<file path="config.mk">
export PLATFORM = sky130hd
export DESIGN_NAME = timed_output_scheduler
export DESIGN_NICKNAME = d
export VERILOG_FILES = /design/src/verilog/timed_output_scheduler.v /design/src/verilog/two_entry_buffer.v
export VERILOG_INCLUDE_DIRS = /design/src /design/src/verilog
export SDC_FILE = /design/constraint.sdc
export NUM_CORES = 1
export LEC_CHECK = 0
export ABC_AREA = 0
export BUFFER_PORTS_ARGS = -buffer_cell sky130_fd_sc_hd__buf_2
export CORE_ASPECT_RATIO = 1.4
export CORE_MARGIN = 2
export CORE_UTILIZATION = 45
export DETAILED_ROUTE_END_ITERATION = 8
export GPL_TIMING_DRIVEN = 0
export SYNTH_ARGS = -nofsm -noshare
export SYNTH_HDL_FRONTEND = slang
export SYNTH_SLANG_ARGS = --single-unit
</file>
<file path="constraint.sdc">
create_clock -name clk_i -period 4.9 [get_ports clk_i]
set_clock_uncertainty 0.15 [all_clocks]
set_input_delay 0.245 -clock clk_i [delete_from_list [all_inputs] [get_ports clk_i]]
set_output_delay 0.245 -clock clk_i [all_outputs]
set_load 0.01 [all_outputs]
</file>
<file path="src/verilog/sched_consts.vh">
// constants for the timed output scheduler
`ifndef SCHED_CONSTS_VH
`define SCHED_CONSTS_VH
// ----------------------------------------------------------------
// register map (byte addresses)
// ----------------------------------------------------------------
`define OFS_ENTRY0 8'h00
`define OFS_ENTRY_END 8'h14
`define OFS_STATUS 8'h20
`define OFS_LENGTH 8'h24
`define ENTRY_COUNT 5
// ----------------------------------------------------------------
// entry word fields
// ----------------------------------------------------------------
`define PAT_HI 31
`define PAT_LO 24
`define CH_HI 31
`define CH_LO 28
`define SEQ_HI 23
`define SEQ_LO 16
`define FINAL_BIT 22
`define TIME_HI 15
`define TIME_LO 0
// ----------------------------------------------------------------
// status values
// ----------------------------------------------------------------
`define INPUT_IMAGE_LEN 8'h04
`define OUTPUT_IMAGE_LEN 8'h14
`define NEXT_BASE 8'hc0
`define NEXT_RESET 8'hc1
`define LAST_RESET 8'h00
`define STS_FULL_BIT 0
`define STS_BUSY_BIT 1
`define STS_FINAL_BIT 7
// ----------------------------------------------------------------
// timing
// ----------------------------------------------------------------
`define TICK_NS 1000
`define CLK_PERIOD_NS 50
`define TICK_CYCLES ((`TICK_NS + `CLK_PERIOD_NS - 1) / `CLK_PERIOD_NS)
`endif

</file>
<file path="src/verilog/timed_output_scheduler.v">
// timed output scheduler: entry image, queue, ticker and status
// Operation
// - five four-byte entries at consecutive offsets
// - entry holds time; pattern bits 7..4 drive channels
// - written entries are queued behind pending ones
// - ticker match applies head pattern, then drops it
// - entries run strictly in queue order
// - status word: last, next, queue status, count
// - image lengths fixed at four and 14h bytes
`timescale 1ns/1ps
`include "sched_consts.vh"
module timed_output_scheduler (
  input wire clk_i,
  input wire rst_i,
  input wire wb_cyc_i,
  input wire wb_stb_i,
  input wire wb_we_i,
  input wire [7:0] wb_adr_i,
  input wire [3:0] wb_sel_i,
  input wire [31:0] wb_dat_i,
  output reg [31:0] wb_dat_o,
  output reg wb_ack_o,
  output reg [3:0] channel_o
);
  // ----------------------------------------------------------------
  // helpers
  // ----------------------------------------------------------------
  function is_entry;
    input [7:0] adr;
    begin
      is_entry = (adr < `OFS_ENTRY_END) && (adr[1:0] == 2'b00);
    end
  endfunction

  function [31:0] merge;
    input [31:0] old_w;
    input [31:0] new_w;
    input [3:0] sel;
    integer b;
    begin
      merge = old_w;
      for (b = 0; b < 4; b = b + 1) begin
        if (sel[b]) begin
          merge[b*8 +: 8] = new_w[b*8 +: 8];
        end
      end
    end
  endfunction

  localparam integer TICK_LAST_FULL = `TICK_CYCLES - 1;
  localparam [4:0] TICK_LAST = TICK_LAST_FULL[4:0];

  // ----------------------------------------------------------------
  // bus slave
  // ----------------------------------------------------------------
  reg [31:0] image_q [0:`ENTRY_COUNT-1];
  wire req;
  wire entry_hit;
  wire [2:0] entry_idx;
  wire [31:0] entry_word;
  wire buf_in_valid;
  wire buf_in_ready;
  wire buf_out_valid;
  wire buf_out_ready;
  wire [31:0] buf_out_data;
  wire ack_now;
  reg [31:0] read_d;

  assign req = wb_cyc_i & wb_stb_i & ~wb_ack_o;
  assign entry_hit = is_entry(wb_adr_i);
  assign entry_idx = wb_adr_i[4:2];
  assign entry_word = merge(image_q[entry_idx], wb_dat_i, wb_sel_i);
  assign buf_in_valid = req & wb_we_i & entry_hit;
  // entry writes stall until the buffer can take the word
  assign ack_now = req & (~buf_in_valid | buf_in_ready);

  // ----------------------------------------------------------------
  // queue and ticker state
  // ----------------------------------------------------------------
  reg [31:0] queue_q [0:31];
  reg [4:0] wr_ptr_q;
  reg [4:0] rd_ptr_q;
  reg [5:0] count_q;
  reg [4:0] prescale_q;
  reg [15:0] ticker_q;
  reg [7:0] last_received_sequence_q;
  reg [7:0] next_expected_sequence_q;
  reg final_seen_q;
  wire push;
  wire pop;
  wire [31:0] head;
  wire [7:0] queue_status_byte;
  wire [7:0] pending_entry_count;

  assign head = queue_q[rd_ptr_q];
  assign buf_out_ready = (count_q != 6'd32);
  assign push = buf_out_valid & buf_out_ready;
  assign pop = (count_q != 6'd0) && (ticker_q == head[`TIME_HI:`TIME_LO]);

  assign queue_status_byte = {final_seen_q, 5'b00000, (count_q != 6'd0),
                              (count_q == 6'd32)};
  assign pending_entry_count = {2'b00, count_q};

  always @* begin
    read_d = 32'h00000000;
    if (entry_hit) begin
      read_d = image_q[entry_idx];
    end else if (wb_adr_i == `OFS_STATUS) begin
      read_d = {pending_entry_count, queue_status_byte,
                next_expected_sequence_q, last_received_sequence_q};
    end else if (wb_adr_i == `OFS_LENGTH) begin
      read_d = {16'h0000, `OUTPUT_IMAGE_LEN, `INPUT_IMAGE_LEN};
    end else begin
      read_d = 32'h00000000;
    end
  end

  two_entry_buffer u_buf (
    .clk_i(clk_i),
    .rst_i(rst_i),
    .in_valid_i(buf_in_valid),
    .in_ready_o(buf_in_ready),
    .in_data_i(entry_word),
    .out_valid_o(buf_out_valid),
    .out_ready_i(buf_out_ready),
    .out_data_o(buf_out_data)
  );

  // ----------------------------------------------------------------
  // bus answer and entry image
  // ----------------------------------------------------------------
  integer i;
  always @(posedge clk_i) begin
    if (rst_i) begin
      wb_ack_o <= 1'b0;
      wb_dat_o <= 32'h00000000;
      for (i = 0; i < `ENTRY_COUNT; i = i + 1) begin
        image_q[i] <= 32'h00000000;
      end
    end else begin
      wb_ack_o <= ack_now;
      if (ack_now) begin
        wb_dat_o <= wb_we_i ? 32'h00000000 : read_d;
      end
      if (buf_in_valid & buf_in_ready) begin
        image_q[entry_idx] <= entry_word;
      end
    end
  end

  // ----------------------------------------------------------------
  // microsecond ticker
  // ----------------------------------------------------------------
  always @(posedge clk_i) begin
    if (rst_i) begin
      prescale_q <= 5'd0;
      ticker_q <= 16'h0000;
    end else if (prescale_q == TICK_LAST) begin
      prescale_q <= 5'd0;
      ticker_q <= ticker_q + 16'h0001;
    end else begin
      prescale_q <= prescale_q + 5'd1;
    end
  end

  // ----------------------------------------------------------------
  // entry queue
  // ----------------------------------------------------------------
  always @(posedge clk_i) begin
    if (push) begin
      queue_q[wr_ptr_q] <= buf_out_data;
    end
  end

  always @(posedge clk_i) begin
    if (rst_i) begin
      wr_ptr_q <= 5'd0;
      rd_ptr_q <= 5'd0;
      count_q <= 6'd0;
    end else begin
      if (push) begin
        wr_ptr_q <= wr_ptr_q + 5'd1;
      end
      if (pop) begin
        rd_ptr_q <= rd_ptr_q + 5'd1;
      end
      if (push & ~pop) begin
        count_q <= count_q + 6'd1;
      end else if (pop & ~push) begin
        count_q <= count_q - 6'd1;
      end
    end
  end

  // ----------------------------------------------------------------
  // outputs and status
  // ----------------------------------------------------------------
  always @(posedge clk_i) begin
    if (rst_i) begin
      channel_o <= 4'h0;
      next_expected_sequence_q <= `NEXT_RESET;
    end else if (pop) begin
      // channel 0 sits in bit 7 of the pattern byte
      channel_o <= {head[`CH_HI-3], head[`CH_HI-2], head[`CH_HI-1], head[`CH_HI]};
      next_expected_sequence_q <= `NEXT_BASE |
        {2'b00, head[`SEQ_LO+5:`SEQ_LO] + 6'd1};
    end
  end

  always @(posedge clk_i) begin
    if (rst_i) begin
      last_received_sequence_q <= `LAST_RESET;
      final_seen_q <= 1'b0;
    end else if (buf_in_valid & buf_in_ready) begin
      last_received_sequence_q <= entry_word[`SEQ_HI:`SEQ_LO];
      final_seen_q <= entry_word[`FINAL_BIT];
    end
  end
endmodule // timed_output_scheduler

</file>
<file path="src/verilog/two_entry_buffer.v">
// two-entry buffer between the bus and the entry queue
`timescale 1ns/1ps
module two_entry_buffer (
  input wire clk_i,
  input wire rst_i,
  input wire in_valid_i,
  output wire in_ready_o,
  input wire [31:0] in_data_i,
  output wire out_valid_o,
  input wire out_ready_i,
  output wire [31:0] out_data_o
);
  reg [31:0] slot0_q;
  reg [31:0] slot1_q;
  reg [1:0] cnt_q;
  wire push;
  wire pop;

  assign in_ready_o = (cnt_q != 2'd2);
  assign out_valid_o = (cnt_q != 2'd0);
  assign out_data_o = slot0_q;
  assign push = in_valid_i & in_ready_o;
  assign pop = out_valid_o & out_ready_i;

  always @(posedge clk_i) begin
    if (rst_i) begin
      slot0_q <= 32'h00000000;
      slot1_q <= 32'h00000000;
      cnt_q <= 2'd0;
    end else begin
      case ({push, pop})
        2'b10: begin
          if (cnt_q == 2'd0) begin
            slot0_q <= in_data_i;
          end else begin
            slot1_q <= in_data_i;
          end
          cnt_q <= cnt_q + 2'd1;
        end
        2'b01: begin
          slot0_q <= slot1_q;
          cnt_q <= cnt_q - 2'd1;
        end
        2'b11: begin
          if (cnt_q == 2'd1) begin
            slot0_q <= in_data_i;
          end else begin
            slot0_q <= slot1_q;
            slot1_q <= in_data_i;
          end
        end
        default: begin
          cnt_q <= cnt_q;
        end
      endcase
    end
  end
endmodule // two_entry_buffer

</file>
After elaboration in Yosys (flattened, before gate mapping)
Memories as Yosys holds them, arrays and structs flattened. A register that Yosys moved wholly into a read port is not among the register bits.
Cells that the tools add are included.

word-level totals
  flip-flop bits (word level) = 155
  RAM bits = 1184
  input bits = 49
  output and inout port bits = 37
  word-level logic and storage cells = 97
  memories kept = 2

cells by class
  $add $sub $neg = 9
  $lt $le $gt $ge = 1
  eq/ne operators = 14
  multiplexer cells = 29
  bitwise logic cells = 14
  reduce and logical (&&, ||, !) cells = 14

memory list
  memory   depth  bits a word  read ports  clocked after memory_dff  wr ports  line                         source
  queue_q  32     32           1           1                         1         timed_output_scheduler.v:80  reg [31:0] queue_q [0:31];
  image_q  5      32           1           0                         5         timed_output_scheduler.v:56  reg [31:0] image_q [0:`ENTRY_COUNT-1];

operator list
  cell                   number
  $mux 32                7
  $pmux 32 s3            1
  $pmux 32 s2            1
  $mux 8                 4
  $reduce_or 32->1       1
  $mux 30                1
  $add 16x1->16 const B  1
  $eq 16x16->1           1
  $eq 8x6->1 const B     2
  $add 5x1->5 const B    3
  $mux 13                1
  $add 6x1->6 const B    2
  $mux 6                 2
  $mux 5                 2
  $and 1x1->1            9
  $lt 8x5->1 const B     1
  $mux 1                 8
  $reduce_bool 2->1      4
  $eq 6x6->1 const B     1
  $ne 2x2->1 const B     3
  $ne 6x6->1 const B     1
  $reduce_bool 6->1      1
  $sub 6x1->6 const B    1
  $eq 5x5->1 const B     1
  other kinds (15)       22

Logic depth before layout (Yosys ltp)
  depth after elaboration = 10
  depth in mapped cells = 23
  depth with buffers taken out = 18

Cells and area by module
From an unflattened synthesis, not the netlist that was laid out.

second synthesis, totals
  cell total of the unflattened synthesis = 2816
  area, all modules = 49876.6 µm²

modules (own cells, without submodules)
  module                  times used  cells an instance  area an instance (µm²)  sequential area each (µm²)
  timed_output_scheduler  1           2502               46981.3                 34533.1
  two_entry_buffer        1           314                2895.3                  1321.3

Worst setup path before layout
Ideal clock, no wire load.

  path type = register to register
  start point = register (tool-made name)
  end point = register count_q[5]
  arrival time = 4789 ps
  path slack = -109 ps
  cell stages (with the launch flop) = 23
  path through = dfxtp_1 -> buf_6 -> buf_6 -> buf_4 -> buf_4 -> buf_2 -> mux4_2 -> a31oi_1 -> o2111ai_1 -> xnor2_1 -> nand2_1 -> or4b_1 -> or3_1 -> ha_1 -> inv_1 -> ha_1 -> a21o_1 -> a21oi_1 -> o21bai_1 -> a21oi_1 -> xnor2_1 -> or3_1 -> a21oi_1

RTL lines
  element               line                          source
  end signal, assigned  timed_output_scheduler.v:188  count_q <= count_q + 6'd1;
  end signal, assigned  timed_output_scheduler.v:190  count_q <= count_q - 6'd1;
  end, declared         timed_output_scheduler.v:83   reg [5:0] count_q;

==> results.json <==
{
  "grt_pass1_vias": 28500,
  "hp-class": "in2reg",
  "syn_to_final_growth_pct": 17.8,
  "stdcell_count": 4749,
  "num_vias": 27600,
  "drive_gt1_share_pct": 24.8,
  "multi_input_area_um2": 13600,
  "dpl.cell_count": 4459,
  "required_ps": 5400,
  "synth.avg_cell_area_um2": 17.6,
  "die_h_um": 395,
  "violations": "setup timing",
  "drt_iter0_drc": 2969,
  "fin_crit_sh_pct": 100,
  "coreArea_um2": 109000,
  "drt-pass1-iter-count": 5,
  "dieArea_um2": 112000,
  "cts.sink_count": 1235,
  "final_nets": 3272,
  "overflow": 0,
  "fmaxAchievable_mhz": 203,
  "place_ws_ps": -1570,
  "drtAntennaViolNets": 0,
  "grt_setup_unrepaired": "yes",
  "cts.path.max_buffers": 3,
  "slew_headroom_pct": 4.14,
  "initial_core_util_pct": 45.3,
  "synth_top_area_share_pct": 66.3,
  "portBuffers": 78,
  "top_layer": "met4",
  "netlist_instances": 2797,
  "synth_cell_types": 64,
  "clk_pin_slew_worst_paths_ps": 70,
  "comb_power_share_pct": 10.8,
  "power_switching_mw": 6.56,
  "setup_viol_count_final": 1,
  "power_leakage_nw": 19.5,
  "synth_edf_count": 1088,
  "wl_met1_um": 50000,
  "yosysTopAreaCell": "edfxtp_1",
  "ys_seq_area_share_pct": 72.3,
  "ys_ff_latch": 1235,
  "drcViolationCount": 0,
  "switching_share_pct": 26.1,
  "async_flop_share_pct": 0,
  "end_kind": "flip-flop",
  "wl_met2_um": 74100,
  "worst_pin_slew_ps": 1440,
  "yosysWarnings": 0,
  "pwr_density_cell_nw_per_um2": 434,
  "via_per_inst": 5.81,
  "yosysMostFrequentCell": "edfxtp_1",
  "cts_tree": "built",
  "insertion_delay_ps": 740,
  "drt-total-wl_um": 139000,
  "slew_viol_final": 0,
  "ios": 86,
  "max_cap_viol_count": 0,
  "place_congestion": 0.895,
  "grt_usage_pct": 24.8,
  "route.met3.wl_um": 8370,
  "clkPwrFrac_pct": 35.1,
  "htreeDepth": 3,
  "antenna_found_initial": 1,
  "netlist_top_cells_count": "edfxtp_1, nor2_1, mux4_2",
  "grt_pass1_wl_um": 198000,
  "setup_ws_ps": -19.7,
  "place_hpwl_um": 93000,
  "num-fill-cells": 8672,
  "synthesis.area_um2": 49200,
  "power_frac_seq_pct": 54.1,
  "arrival_ps": 5420,
  "utilization_pct": 53.4,
  "grt_max_degree": 34,
  "min_period_ps": 4920,
  "peakVddDrop_mv": 0.315,
  "numCtsBuffers": 112,
  "worst_setup_path_start_kind": "flip-flop",
  "antenna_cells": 0,
  "seq_area_um2": 35600,
  "worst-path-max-fanout": 10,
  "clockRootBuffer": "clkbuf_16",
  "outcome": "finished, violations left",
  "die_w_um": 284,
  "hold_viol_final": 0,
  "routedWlPerCell_um": 29.2,
  "critical_path_class": "reg2reg",
  "internal_power_mw": 18.6,
  "rows": 143,
  "synth-main-ff-cell": "edfxtp_1",
  "synth_area_leaders": "edfxtp_1, mux4_2, dfxtp_1"
}
layout by cell type (no fill, tap or decap), types with 16 or more instances in the layout:
cell | Yosys | final
nand2_1 | 66 | 64
dlygate4sd3_1 | 0 | 25
inv_1 | 45 | 44
mux2_2 | 45 | 45
mux2i_1 | 127 | 123
buf_12 | 0 | 51
buf_2 | 20 | 85
buf_4 | 16 | 59
a22o_1 | 16 | 16
nor2_1 | 410 | 373
o21ai_0 | 19 | 18
a211oi_1 | 29 | 29
edfxtp_1 | 1088 | 1088
xor2_1 | 26 | 23
buf_1 | 21 | 18
ha_1 | 19 | 16
nor2_4 | 0 | 35
mux4_2 | 262 | 262
nand3_1 | 20 | 19
a22oi_1 | 44 | 41
clkinv_2 | 0 | 21
clkbuf_1 | 90 | 95
dfxtp_1 | 147 | 143
conb_1 | 1 | 96
a21oi_1 | 90 | 85
clkinv_1 | 0 | 27
nor2b_1 | 21 | 20
clkbuf_16 | 0 | 115
xnor2_1 | 17 | 16
layout make-up:
class | instances | share of cell area [%]
inverters | 49 | 0.321
clock buffers | 138 | 5.18
plain buffers | 155 | 1.92
well taps | 1450 | 3.13
flip-flops and latches | 1235 | 61.4
repair buffers | 200 | 3.50
clock inverters | 72 | 1.17
multi-input cells | 1450 | 23.4
per-stage QoR:
step,power [mW],setup TNS [ps],area [um2],hold slack [ps]
after floorplan,14.9,0,49600,283
after global placement,16.1,-447010,51800,292
after detailed placement,16.4,-31190,53000,291
after CTS,25.2,-59.4,57800,13.8
after global routing,25.9,-312,58000,66.4
final,25.2,-19.7,58000,45.1
critical path: stages, from the launching register on:
cell	delay (ps)
dfxtp_1	430
buf_2	350
buf_4	290
clkbuf_4	300
mux4_2	320
mux2i_1	210
a32oi_1	90
nand2_1	280
xor2_2	310
nand4b_1	140
or3_4	380
ha_4	190
inv_4	70
ha_4	190
a21o_1	180
a21oi_2	170
o21bai_1	90
a21oi_2	140
xnor2_1	90
or3_1	320
a21oi_2	120
registers in the layout, summed over array words and instances, names as in the netlist, 6 cells and up, named ones only:
register and flops:
u_buf.slot1_q 26, queue_q 832, count_q 6, ticker_q 16, image_q 256, last_received_sequence_q 8
next_expected_sequence_q 6, u_buf.out_data_o 26, wb_dat_o 32
repair_timing:
item	in CTS	in global routing
endpoints found under the hold margin	144	0
hold buffers	25	0
setup buffers	43	15
endpoints found under the setup margin	26	46
resized for setup	141	33
pin swaps	19	12
layer usage:
layer  track usage [%]  up-vias
met3              3.22      269
met4              11.2        0
met5                 0        -
li1                  -    11700
met1              28.9    14500
met2              45.4     1147
worst paths after layout:
check               startpoint            to  cells past startpoint  slack, ps
hold / removal     wb_adr_i[1]   wb_dat_o[2]                      6         50
setup reg to reg     flip-flop    count_q[5]                     20        -20
hold reg to reg   wb_dat_o[14]  wb_dat_o[14]                      2        310
setup / recovery     flip-flop    count_q[5]                     20        -20
power by group through the flow:
stage                     combinational, mW  sequential (mW)  clock (mW)
after global placement                 2.31             13.8           0
after global routing                   2.92             13.7        9.30
after floorplan                        1.58             13.3           0
after CTS                              2.63             13.6        8.91
after detailed placement               2.51             13.8           0
final                                  2.71             13.6        8.84
cell families (layout without fill, tap and decap cells):
family / count (synthesis) / count (layout) / synth area share, %
muxes: 442 / 442 / 15.9
and+or+nand+nor: 602 / 602 / 5.27
DFF: 1235 / 1235 / 72.3
xor gates and xnor gates: 43 / 43 / 0.765
adders and majority gates: 20 / 20 / 0.523
AOI/OAI and AO/OA: 247 / 247 / 3.34
buffers and inverters: 207 / 614 / 1.92
other: 1 / 96 / 0.00762
(Power assumes the default switching activity.)
